--- config.mk ---
export PLATFORM = sky130hd
export DESIGN_NAME = wdtsl_top
export DESIGN_NICKNAME = d
export VERILOG_FILES = /design/src/core/wdtsl_pkg.sv /design/src/core/wdtsl_osc_tick.sv /design/src/core/wdtsl_top.sv
export SDC_FILE = /design/constraint.sdc
export NUM_CORES = 1
export LEC_CHECK = 0
export BUFFER_PORTS_ARGS = -buffer_cell sky130_fd_sc_hd__buf_2
export CAP_MARGIN = 20
export CORE_UTILIZATION = 53
export DETAILED_ROUTE_END_ITERATION = 7
export GPL_ROUTABILITY_DRIVEN = 0
export PLACE_DENSITY_LB_ADDON = 0.2
export SYNTH_ARGS = -nofsm -noshare
export SYNTH_HDL_FRONTEND = slang
export SYNTH_SLANG_ARGS = --single-unit
--- constraint.sdc ---
create_clock -name clock -period 3.05 [get_ports clock]
set_clock_uncertainty 0.15 [all_clocks]
set_input_delay 0 -clock clock [delete_from_list [all_inputs] [get_ports clock]]
set_output_delay 0 -clock clock [all_outputs]
set_load 0.03 [all_outputs]
--- src/core/wdtsl_pkg.sv ---
`default_nettype none
package wdtsl_pkg;

    // I/O space
    localparam int unsigned ADDR_W        = 6;
    localparam int unsigned DATA_W        = 8;
    localparam logic [5:0]  ADDR_CTRL     = 6'h31;
    localparam logic [5:0]  ADDR_CAUSE    = 6'h3B;
    localparam logic [5:0]  ADDR_CCP      = 6'h2F;

    // Protection
    localparam logic [7:0]  CCP_SIGNATURE = 8'hD8;
    localparam logic [2:0]  WINDOW_CYCLES = 3'h4;

    // Control and status field positions
    localparam int unsigned BIT_IF        = 7;
    localparam int unsigned BIT_IE        = 6;
    localparam int unsigned BIT_P3        = 5;
    localparam int unsigned BIT_RSV       = 4;
    localparam int unsigned BIT_WDE       = 3;
    localparam int unsigned BIT_P2        = 2;
    localparam int unsigned BIT_P1        = 1;
    localparam int unsigned BIT_P0        = 0;
    localparam int unsigned BIT_CAUSE     = 3;

    // Reset values
    localparam logic        RST_IF        = 1'b0;
    localparam logic        RST_IE        = 1'b0;
    localparam logic        RST_WDE       = 1'b0;
    localparam logic [3:0]  RST_PER       = 4'h0;
    localparam logic [7:0]  RST_RDATA     = 8'h00;

    // Period select
    localparam logic [3:0]  PER_MAX       = 4'h9;
    localparam int unsigned CNT_W         = 21;
    localparam int unsigned BASE_OSC_CYCLES = 2048;

    // Timing
    localparam int unsigned CLK_HZ        = 50000000;
    localparam int unsigned OSC_HZ        = 128000;
    localparam int unsigned OSC_DIV       = CLK_HZ / OSC_HZ;

    // Time-out behaviour, Gray order along the usual path
    typedef enum logic [1:0] {
        MODE_STOP = 2'b00,
        MODE_IRQ  = 2'b01,
        MODE_BOTH = 2'b11,
        MODE_RST  = 2'b10
    } wdtsl_mode_e;

endpackage : wdtsl_pkg
`default_nettype wire

--- src/core/wdtsl_osc_tick.sv ---
`timescale 1ns/1ns
`default_nettype none
module wdtsl_osc_tick #(
    parameter int unsigned DIV = wdtsl_pkg::OSC_DIV
) (
    input  wire logic clock,
    input  wire logic arst_n,
    output logic      tick
);
    import wdtsl_pkg::*;

    localparam int unsigned CW   = $clog2(DIV);
    localparam logic [CW-1:0] LAST = CW'(DIV - 1);
    localparam logic [CW-1:0] ZERO = CW'(0);
    localparam logic [CW-1:0] ONE  = CW'(1);

    logic [CW-1:0] cnt_r;
    logic [CW-1:0] cnt_nxt;

    // Oscillator-rate enable pulse
    assign tick    = (cnt_r == LAST);
    assign cnt_nxt = tick ? ZERO : cnt_r + ONE;

    always_ff @(posedge clock or negedge arst_n) begin
        if (!arst_n) begin
            cnt_r <= ZERO;
        end else begin
            cnt_r <= cnt_nxt;
        end
    end

endmodule : wdtsl_osc_tick
`default_nettype wire

--- src/core/wdtsl_top.sv ---
// Behaviour
// RULE1 - Counter advances on 128 kHz oscillator ticks
// RULE2 - Restart instruction clears the counter
// RULE3 - Disable or device reset clears counter
// RULE4 - Reset-mode time-out resets the system
// RULE5 - Fuse picks safety level one or two
// RULE6 - Level one: enabling needs no protection
// RULE7 - Level one disable needs signature window
// RULE8 - Level two: always running, enable reads one
// RULE9 - Level two period change needs window
// RULE10 - Time-out sets flag; vector clears it
// RULE11 - Writing one clears the interrupt flag
// RULE12 - Mode from enable bits unless fuse programmed
// RULE13 - Combined mode: first time-out interrupts
// RULE14 - Vector clears enable and flag in combined
// RULE15 - Unserviced second time-out resets system
// RULE16 - Software re-arms interrupt enable each time
// RULE17 - Reset-cause flag forces reset-enable high
// RULE18 - Period select gives 2048 to 1048576 cycles
// RULE19 - Reserved bit four reads zero
// RULE20 - Watchdog reset is one-cycle pulse
// RULE21 - Cause flag set on reset, cleared by zero
// RULE22 - Oscillator events safe in system domain
// RULE23 - Protection window closes after four cycles
`timescale 1ns/1ns
`default_nettype none
module wdtsl_top #(
    parameter int unsigned OSC_DIV     = wdtsl_pkg::OSC_DIV,
    parameter int unsigned BASE_CYCLES = wdtsl_pkg::BASE_OSC_CYCLES
) (
    input  wire logic                          clock,
    input  wire logic                          arst_n,
    input  wire logic                          wdog_always_on_fuse,
    input  wire logic [wdtsl_pkg::ADDR_W-1:0]  io_addr,
    input  wire logic [wdtsl_pkg::DATA_W-1:0]  io_wdata,
    input  wire logic                          io_we,
    input  wire logic                          io_re,
    output logic      [wdtsl_pkg::DATA_W-1:0]  io_rdata,
    input  wire logic                          wdr_exec,
    input  wire logic                          irq_vector_ack,
    input  wire logic                          sys_reset_in,
    output logic                               wdog_irq_req,
    output logic                               wdog_sys_reset,
    output logic                               wdog_reset_cause_flag
);
    import wdtsl_pkg::*;

    localparam logic [CNT_W-1:0] CNT_ZERO = CNT_W'(0);
    localparam logic [CNT_W-1:0] CNT_ONE  = CNT_W'(1);
    localparam logic [2:0]       WIN_ZERO = 3'h0;
    localparam logic [2:0]       WIN_ONE  = 3'h1;

    ////////////////////////////////////////////////////////////////////////////
    // Period decode

    function automatic logic [CNT_W-1:0] period_last(input logic [3:0] sel);
        logic [CNT_W-1:0] base;
        logic [3:0]       s;
        base = CNT_W'(BASE_CYCLES);
        s    = (sel > PER_MAX) ? PER_MAX : sel;
        return CNT_W'((base << s) - CNT_ONE);
    endfunction : period_last

    ////////////////////////////////////////////////////////////////////////////
    // State

    logic             fuse_loaded_r;
    logic             fuse_r;
    logic             wdog_irq_flag_r;
    logic             wdog_irq_flag_nxt;
    logic             wdog_irq_enable_r;
    logic             wdog_irq_enable_nxt;
    logic             wde_r;
    logic             wde_nxt;
    logic [3:0]       per_r;
    logic [3:0]       per_nxt;
    logic             cause_r;
    logic             cause_nxt;
    logic [CNT_W-1:0] count_r;
    logic [CNT_W-1:0] count_nxt;
    logic [2:0]       win_cnt_r;
    logic [2:0]       win_cnt_nxt;
    logic             rst_pulse_r;
    logic [7:0]       rdata_r;
    logic [7:0]       rdata_nxt;

    ////////////////////////////////////////////////////////////////////////////
    // Oscillator enable

    logic tick;

    wdtsl_osc_tick #(
        .DIV    (OSC_DIV)
    ) u_tick (
        .clock  (clock),
        .arst_n (arst_n),
        .tick   (tick)
    );

    ////////////////////////////////////////////////////////////////////////////
    // Fuse capture after reset release

    always_ff @(posedge clock or negedge arst_n) begin
        if (!arst_n) begin
            fuse_loaded_r <= 1'b0;
            fuse_r        <= 1'b0;
        end else if (!fuse_loaded_r) begin
            fuse_loaded_r <= 1'b1;
            fuse_r        <= wdog_always_on_fuse; // RULE5
        end
    end

    ////////////////////////////////////////////////////////////////////////////
    // Decoding

    wire         soft_rst   = rst_pulse_r | sys_reset_in;
    wire         ctrl_wr    = io_we & (io_addr == ADDR_CTRL);
    wire         ccp_wr     = io_we & (io_addr == ADDR_CCP);
    wire         cause_wr   = io_we & (io_addr == ADDR_CAUSE);
    wire         sig_ok     = ccp_wr & (io_wdata == CCP_SIGNATURE);
    wire         win_open   = (win_cnt_r != WIN_ZERO);
    wire         wr_wde     = io_wdata[BIT_WDE];
    wire [3:0]   wr_per     = {io_wdata[BIT_P3], io_wdata[BIT_P2], io_wdata[BIT_P1], io_wdata[BIT_P0]};
    wire         wr_if_clr  = ctrl_wr & io_wdata[BIT_IF]; // RULE11
    wire         wde_eff    = wde_r | cause_r | fuse_r; // RULE8 RULE17

    // Level one: set freely, clear only inside the window
    wire         wde_load   = ctrl_wr & ~fuse_r & (wr_wde | win_open); // RULE6 RULE7
    // Level two: period only inside the window
    wire         per_load   = ctrl_wr & (~fuse_r | win_open); // RULE9

    wdtsl_mode_e mode;
    assign mode = fuse_r ? MODE_RST : wdtsl_mode_e'({wde_eff, wdog_irq_enable_r}); // RULE12

    wire               running   = (mode != MODE_STOP);
    wire [CNT_W-1:0]   cnt_last  = period_last(per_r); // RULE18
    wire               timeout   = tick & running & (count_r >= cnt_last);
    wire               both_mode = (mode == MODE_BOTH);
    wire               timeout_irq = timeout & ((mode == MODE_IRQ) | (both_mode & ~wdog_irq_flag_r)); // RULE13
    wire               timeout_rst = timeout & ((mode == MODE_RST) | (both_mode & wdog_irq_flag_r)); // RULE4 RULE15

    ////////////////////////////////////////////////////////////////////////////
    // Next values

    always_comb begin
        if (soft_rst | wdr_exec | ~running | timeout) begin
            count_nxt = CNT_ZERO; // RULE2 RULE3
        end else if (tick) begin
            count_nxt = count_r + CNT_ONE; // RULE1 RULE22
        end else begin
            count_nxt = count_r;
        end
    end

    always_comb begin
        if (soft_rst) begin
            win_cnt_nxt = WIN_ZERO;
        end else if (sig_ok) begin
            win_cnt_nxt = WINDOW_CYCLES;
        end else if (ctrl_wr) begin
            win_cnt_nxt = WIN_ZERO;
        end else if (win_open) begin
            win_cnt_nxt = win_cnt_r - WIN_ONE; // RULE23
        end else begin
            win_cnt_nxt = win_cnt_r;
        end
    end

    always_comb begin
        if (soft_rst) begin
            wdog_irq_flag_nxt = RST_IF;
        end else if (timeout_irq) begin
            wdog_irq_flag_nxt = 1'b1; // RULE10
        end else if (irq_vector_ack | wr_if_clr) begin
            wdog_irq_flag_nxt = 1'b0; // RULE10 RULE11
        end else begin
            wdog_irq_flag_nxt = wdog_irq_flag_r;
        end
    end

    always_comb begin
        if (soft_rst) begin
            wdog_irq_enable_nxt = RST_IE;
        end else if (irq_vector_ack & both_mode) begin
            wdog_irq_enable_nxt = 1'b0; // RULE14
        end else if (ctrl_wr) begin
            wdog_irq_enable_nxt = io_wdata[BIT_IE];
        end else begin
            wdog_irq_enable_nxt = wdog_irq_enable_r;
        end
    end

    always_comb begin
        if (soft_rst) begin
            wde_nxt = RST_WDE;
        end else if (cause_r) begin
            wde_nxt = 1'b1; // RULE17
        end else if (wde_load) begin
            wde_nxt = wr_wde;
        end else begin
            wde_nxt = wde_r;
        end
    end

    always_comb begin
        if (soft_rst) begin
            per_nxt = RST_PER;
        end else if (per_load) begin
            per_nxt = wr_per;
        end else begin
            per_nxt = per_r;
        end
    end

    always_comb begin
        if (timeout_rst) begin
            cause_nxt = 1'b1; // RULE21
        end else if (cause_wr & ~io_wdata[BIT_CAUSE]) begin
            cause_nxt = 1'b0; // RULE21
        end else begin
            cause_nxt = cause_r;
        end
    end

    ////////////////////////////////////////////////////////////////////////////
    // Read data

    always_comb begin
        rdata_nxt = RST_RDATA;
        if (io_re && io_addr == ADDR_CTRL) begin
            rdata_nxt[BIT_IF]  = wdog_irq_flag_r;
            rdata_nxt[BIT_IE]  = wdog_irq_enable_r;
            rdata_nxt[BIT_P3]  = per_r[3];
            rdata_nxt[BIT_RSV] = 1'b0; // RULE19
            rdata_nxt[BIT_WDE] = wde_eff; // RULE8
            rdata_nxt[BIT_P2]  = per_r[2];
            rdata_nxt[BIT_P1]  = per_r[1];
            rdata_nxt[BIT_P0]  = per_r[0];
        end else if (io_re && io_addr == ADDR_CAUSE) begin
            rdata_nxt[BIT_CAUSE] = cause_r;
        end else if (!io_re) begin
            rdata_nxt = rdata_r;
        end
    end

    ////////////////////////////////////////////////////////////////////////////
    // Registers

    always_ff @(posedge clock or negedge arst_n) begin
        if (!arst_n) begin
            count_r   <= CNT_ZERO;
            win_cnt_r <= WIN_ZERO;
            wdog_irq_flag_r    <= RST_IF;
            wdog_irq_enable_r    <= RST_IE;
            wde_r     <= RST_WDE;
            per_r     <= RST_PER;
        end else begin
            count_r   <= count_nxt;
            win_cnt_r <= win_cnt_nxt;
            wdog_irq_flag_r    <= wdog_irq_flag_nxt;
            wdog_irq_enable_r    <= wdog_irq_enable_nxt;
            wde_r     <= wde_nxt;
            per_r     <= per_nxt;
        end
    end

    always_ff @(posedge clock or negedge arst_n) begin
        if (!arst_n) begin
            cause_r     <= 1'b0;
            rst_pulse_r <= 1'b0;
            rdata_r     <= RST_RDATA;
        end else begin
            cause_r     <= cause_nxt;
            rst_pulse_r <= timeout_rst; // RULE20
            rdata_r     <= rdata_nxt;
        end
    end

    assign io_rdata              = rdata_r;
    assign wdog_sys_reset        = rst_pulse_r;
    assign wdog_reset_cause_flag = cause_r;
    assign wdog_irq_req          = wdog_irq_flag_r & wdog_irq_enable_r; // RULE10
endmodule : wdtsl_top
`default_nettype wire

==> results of run 1 <==
-- logic make-up after synthesis --
family / share of synthesized area
other: 0.00254
muxes: 0.0241
xor gates and xnor gates: 0.0859
AOI/OAI and AO/OA: 0.0800
DFF: 0.431
buffers and inverters: 0.0376
and+or+nand+nor: 0.271
adders and majority gates: 0.0677
-- layout make-up --
cell class / instances / area share
Inverter: 14 / 0.0136
Timing Repair Buffer: 73 / 0.154
Sequential cell: 51 / 0.331
Tap cell: 70 / 0.0227
Clock inverter: 2 / 0.00908
Clock buffer: 6 / 0.0214
Multi-Input combinational cell: 237 / 0.448
-- layout by cell type, fill, tap and decap left out, types with 2 or more instances in the layout --
cell type / count
inv_1: 14
buf_4: 14
dfrtp_1: 51
nor3b_1: 2
and4_1: 4
nor3_4: 2
nor3_1: 7
a21oi_1: 12
a21o_1: 3
and3_1: 4
nand4b_1: 2
mux2i_1: 6
buf_12: 2
nor3b_2: 12
nand4_1: 10
nand2b_1: 2
xor2_1: 12
ha_1: 15
nor2b_1: 2
nor3_2: 2
and4b_1: 2
nand3_1: 16
buf_2: 31
dlygate4sd3_1: 23
nand3b_1: 2
nor2_1: 29
nand2_1: 28
nor4b_1: 2
nor4_1: 3
o31ai_1: 2
nor2_4: 3
or2_2: 2
clkbuf_8: 6
xnor2_1: 17
o22ai_1: 7
conb_1: 3
o21ai_0: 5
-- stage by stage --
step | instance area, um^2 | util | hold slack [ns]
after CTS | 3720 | 0.710 | 0.0360
final | 3860 | 0.737 | 0.0492
after global routing | 3860 | 0.737 | 0.0637
after floorplan | 2970 | - | -0.446
after global placement | 3250 | 0.620 | -0.0609
after detailed placement | 3250 | 0.620 | -0.0604
-- flip-flops by register name (all words and copies together) (netlist names) --
signal                 count
count_r                   21
u_tick.cnt_r               9
io_rdata                   7
per_r                      4
win_cnt_r                  3
fuse_loaded_r              1
fuse_r                     1
wde_r                      1
wdog_irq_enable_r          1
wdog_irq_flag_r            1
wdog_reset_cause_flag      1
wdog_sys_reset             1
-- tightest hold or removal path, delay by kind of cell --
kind	cells	cell delay [ns]
AOI/OAI and AO/OA	1	0.19
buffers and inverters	2	0.13
and+or+nand+nor	2	0.14
-- worst min path at each step --
stage,from,to,slack [ns]
6_report,io_wdata[7],wdog_irq_flag_r,0.05
5_1_grt,io_addr[4],wdog_reset_cause_flag,0.06
4_1_cts,io_addr[4],wdog_reset_cause_flag,0.04
3_5_place_dp,arst_n,count_r[15],-0.06
3_3_place_gp,arst_n,count_r[15],-0.06
2_1_floorplan,arst_n,count_r[0],-0.45
-- metal layers --
layer / global-route usage / part of all wire / vias up / wire length (um)
met1: 0.310 / 0.42 / 1283 / 3060
met3: 0.0488 / 0.038 / 22 / 277
met4: 0.0769 / 0.024 / 0 / 172
li1: - / - / 1237 / -
met2: 0.422 / 0.52 / 66 / 3740
met5: 0 / 0 / - / 0
-- what timing repair did --
item                                    CTS  global route
hold buffers                             23             0
pin swaps                                 2            21
endpoints found under the setup margin   24            24
gates resized for setup                  15            17
endpoints found under the hold margin    55             0
gates cloned                              2             1
setup buffers                             2             4
-- where the power goes --
group          leakage [nW]  internal [mW]  switching [mW]  total, mW
combinational         0.971         0.0940           0.109      0.203
sequential            0.691          0.696          0.0122      0.708
clock                0.0612          0.265           0.215      0.481
==> flow_summary.ini, run 1 <==
[status]
status = complete, but fails checks
violations = negative setup slack

[layout]
seqCellArea_um2 = 1280
antenna_cells = 0
area_growth_pct = 30.4
nets = 420
drive_gt1_frac = 0.232
fill_cells = 342
multiInputGateArea_um2 = 1730
instances_no_fill = 453

[synth]
syn_area_per_cell_um2 = 9.45
synth_top_cell_by_area = dfrtp_1
ys_async_sr_fraction = 1.00
yosys_warnings = 0
synth_seq_area_share = 0.431
synth.most_common_cell = dfrtp_1
yosysTopAreaCellShare = 0.431
synth_seq_cells = 51
synth_ff_type = dfrtp_1
synth_cell_types = 45
synth_edf_count = 0
synthTopCellsByCount = 51 x dfrtp_1, 33 x nor2_1, 28 x nand2_1
synth_area_leaders = dfrtp_1 43%, ha_1 6.8%, xnor2_1 5.0%
syn_area_um2 = 2960
synthCells = 313

[worst_setup_path]
cp-endpoint = wdog_irq_flag_r
crit_top_cell = buf_12
worstSetupPathType = flip-flop to flip-flop
setup.worst_path.start = per_r[1]
critical-path-max-stage-delay_ns = 0.40
cp.depth = 14
rr_worst_depth = 14
required_ns = 3.09
critPathBufInv = 3
crit_family = compound AO/OA/AOI/OAI gates
crit_arrival_ns = 3.31
crit_path_max_fanout = 6
critPathLaunchType = flip-flop
r2r_start = per_r[1]
end_kind = flip-flop
r2r-end = wdog_irq_flag_r
crit_slowest_cell = dfrtp_1
rrSetupSlack_ns = -0.22
path_cells = or2_4 -> or3_4 -> ha_4 -> a21o_1 -> a32oi_1 -> ha_1 -> nand4_1 -> nor2_1 -> a311oi_2 -> buf_4 -> a31oi_4 -> buf_12 -> buf_12 -> a41o_1

[worst_hold_path]
hold_depth = 5
hold_path_class = primary input to flip-flop

[placed_design]
dp_cells = 414
place_ws_ns = -0.168
io_buffers = 31
place_hpwl_mm = 4.34

[global_routing]
antenna_found_initial = 0
grt_usage = 0.246
grt_pass1_wl_mm = 11.4
grt_max_degree = 32
grt_pass1_vias = 2444
grt_overflow = 0

[sta]
worst_slack_ns = -0.218
rsz0062_at_grt = yes
setup_viol = 24
fmax_ghz = 0.306
slew_violations = 0
maxSlewHeadroom = 0.447
tightest_slew_ns = 0.819
finalCriticalPeriod_ns = 3.27
final_hold_viol_count = 0
finalCritPeriodShare = 1.07
tns_ns = -3.49

[power]
p_per_area_nw_per_um2 = 361
p_leak_nw = 1.72
ir_drop_mv = 0.367
finalPower_mw = 1.39

[floorplanning]
die-area_um2 = 5880
ios = 33
row_count = 26
die_h_um = 76.7
start_util = 0.565
core_um2 = 5240
die_width_um = 76.7

[clock_network]
cts_buffer_depth = 2
cts_sinks = 51
cts-htree-levels = 2
cts_tree = done
clkLatencyLatePin_ns = 0.30
cts-root-buf = clkbuf_8
path_clk_slew_ns = 0.09
cts_made_buffers = 5

[route]
routed_wl_mm = 7.25
wl_per_cell_um = 16.0
viasPerCell = 5.76
drt_pass1_iterations = 4
drc = 0
drt-initial-drc-count = 176
ant_nets = 0
vias = 2608

[flow_run]
cap_violations = 0
(Power assumes the default switching activity.)
==> run 2: changes to the inputs <==
--- a/config.mk
+++ b/config.mk
@@ -10,7 +10,9 @@
 export CORE_UTILIZATION = 53
 export DETAILED_ROUTE_END_ITERATION = 7
 export GPL_ROUTABILITY_DRIVEN = 0
+export GPL_TIMING_DRIVEN = 0
 export PLACE_DENSITY_LB_ADDON = 0.2
+export SKIP_CTS_REPAIR_TIMING = 1
 export SYNTH_ARGS = -nofsm -noshare
 export SYNTH_HDL_FRONTEND = slang
 export SYNTH_SLANG_ARGS = --single-unit
==> run 2 against run 1 <==
Net effect:
- the flow finishes with violations (negative hold slack, negative setup slack)
- via count fell by 2.2%
- global-route usage fell by 3.2 points
- total power fell by 2.5%
- clock power fell by 6.0%
- wire length fell by 8.3%
- sequential cell count did not move
- cell area fell by 3.2%
- critical path depth fell by 2
- first-iteration DRC count fell by 39%
- largest cell class unchanged
==> flow_summary.ini, run 2 (synthesis gave the netlist of run 1 again) <==
[status]
status = complete, but fails checks
violations = negative hold slack, negative setup slack

[global_routing]
grt_usage = 0.214
grt_overflow = 0
grt_pass1_wl_mm = 10.0
grt_max_degree = 27
grt_pass1_vias = 2217
antenna_found_initial = 0

[sta]
finalCritPeriodShare = 1.10
hold_slack_ns = -0.00283
finalCriticalPeriod_ns = 3.37
setup_viol = 24
rsz0062_at_grt = yes
fmax_ghz = 0.297
worst_slack_ns = -0.320
tightest_slew_ns = 0.782
maxSlewHeadroom = 0.471
final_hold_viol_count = 1
slew_violations = 0

[layout]
largest_reg_flops = 21
nets = 417
final_common_cell = dfrtp_1
drive_gt1_frac = 0.222
fin_area_um2 = 3730
area_growth_pct = 26.2
finalCoreUtilization = 0.713
antenna_cells = 0
instances_no_fill = 449
top_register = count_r
layout_common_cells = 49 x dfrtp_1, 33 x buf_2, 31 x nor2_1, 28 x nand2_1

[worst_setup_path]
required_ns = 3.09
worstSetupPathType = flip-flop to flip-flop
crit_arrival_ns = 3.41
crit_path_max_fanout = 7
critPathLaunchType = flip-flop
end_kind = flip-flop

[placed_design]
place_ws_ns = -0.401
dp_cells = 416
io_buffers = 31
place_hpwl_mm = 4.35
placed_area_um2 = 3230

[floorplanning]
die_h_um = 76.7
row_count = 26
die_width_um = 76.7
core_um2 = 5240
die-area_um2 = 5880
ios = 33
start_util = 0.565

[power]
p_per_area_nw_per_um2 = 363
finalPower_mw = 1.36
p_leak_nw = 1.65
ir_drop_mv = 0.295

[clock_network]
cts_tree = done
cts_buffer_depth = 2
cts-htree-levels = 2
cts_sinks = 51
clkLatencyLatePin_ns = 0.30
cts-root-buf = clkbuf_8
cts_made_buffers = 5
path_clk_slew_ns = 0.09

[route]
drt_pass1_iterations = 5
wl_per_cell_um = 14.8
drc = 0
wl_met2_mm = 3.30
drt-initial-drc-count = 108
ant_nets = 0
highest_layer = met4
viasPerCell = 5.68
vias = 2551
routed_wl_mm = 6.65
wl_met1_mm = 2.95
wl_met3_um = 279

[worst_hold_path]
hold_path_class = primary input to flip-flop

[flow_run]
cap_violations = 0
## run 2: critical path, cell delays in order (launching register included)
cell and delay [ns]:
dfrtp_2 0.46, or2_4 0.25, or3_4 0.36, ha_4 0.19, a21o_1 0.17, a32oi_1 0.20, ha_1 0.25, nand4_1 0.14
nor2_1 0.08, a311oi_2 0.41, a31oi_4 0.21, buf_4 0.20, a41o_1 0.17
## run 2: final timing paths
path | startpoint | endpoint | slack, ns | cells after the start
max | per_r[1] | wdog_irq_flag_r | -0.32 | 12
min | io_wdata[4] | win_cnt_r[2] | -0.003 | 5
max reg2reg | per_r[1] | wdog_irq_flag_r | -0.32 | 12
min reg2reg | fuse_loaded_r | fuse_r | 0.35 | 1
max in group asynchronous | arst_n | per_r[0] | 2.12 | 3
min in group asynchronous | arst_n | count_r[16] | 0.08 | 2
## run 2: through the flow
step | setup TNS [ns] | hold slack [ns]
3_5_place_dp | -8.16 | -0.0993
6_report | -5.96 | -0.00283
5_1_grt | -8.79 | 0.0205
2_1_floorplan | 0 | -0.446
4_1_cts | -9.76 | -0.430
3_3_place_gp | -6.73 | 0.0673
## run 2: routing by layer
| metal | vias up | track usage |
|---|---|---|
| met5 | - | 0 |
| met4 | 0 | 0.0654 |
| met3 | 15 | 0.0333 |
| met2 | 74 | 0.357 |
| met1 | 1233 | 0.284 |
| li1 | 1229 | - |
## run 2: layout make-up
cell class / instances / area, um^2
buffer: 12 / 76.3
fill: 407 / 1500
clock buffer: 6 / 72.6
inverter: 14 / 52.6
tap: 70 / 87.6
clock inverter: 1 / 30.0
timing repair buffer: 58 / 428
sequential: 51 / 1280
multi-input combinational: 237 / 1710
## run 2: where the power goes
group / total [mW] / internal [mW] / switching (mW)
Clock: 0.452 / 0.241 / 0.212
Combinational: 0.197 / 0.0852 / 0.112
Sequential: 0.708 / 0.696 / 0.0121
Total: 1.36 / 1.02 / 0.335
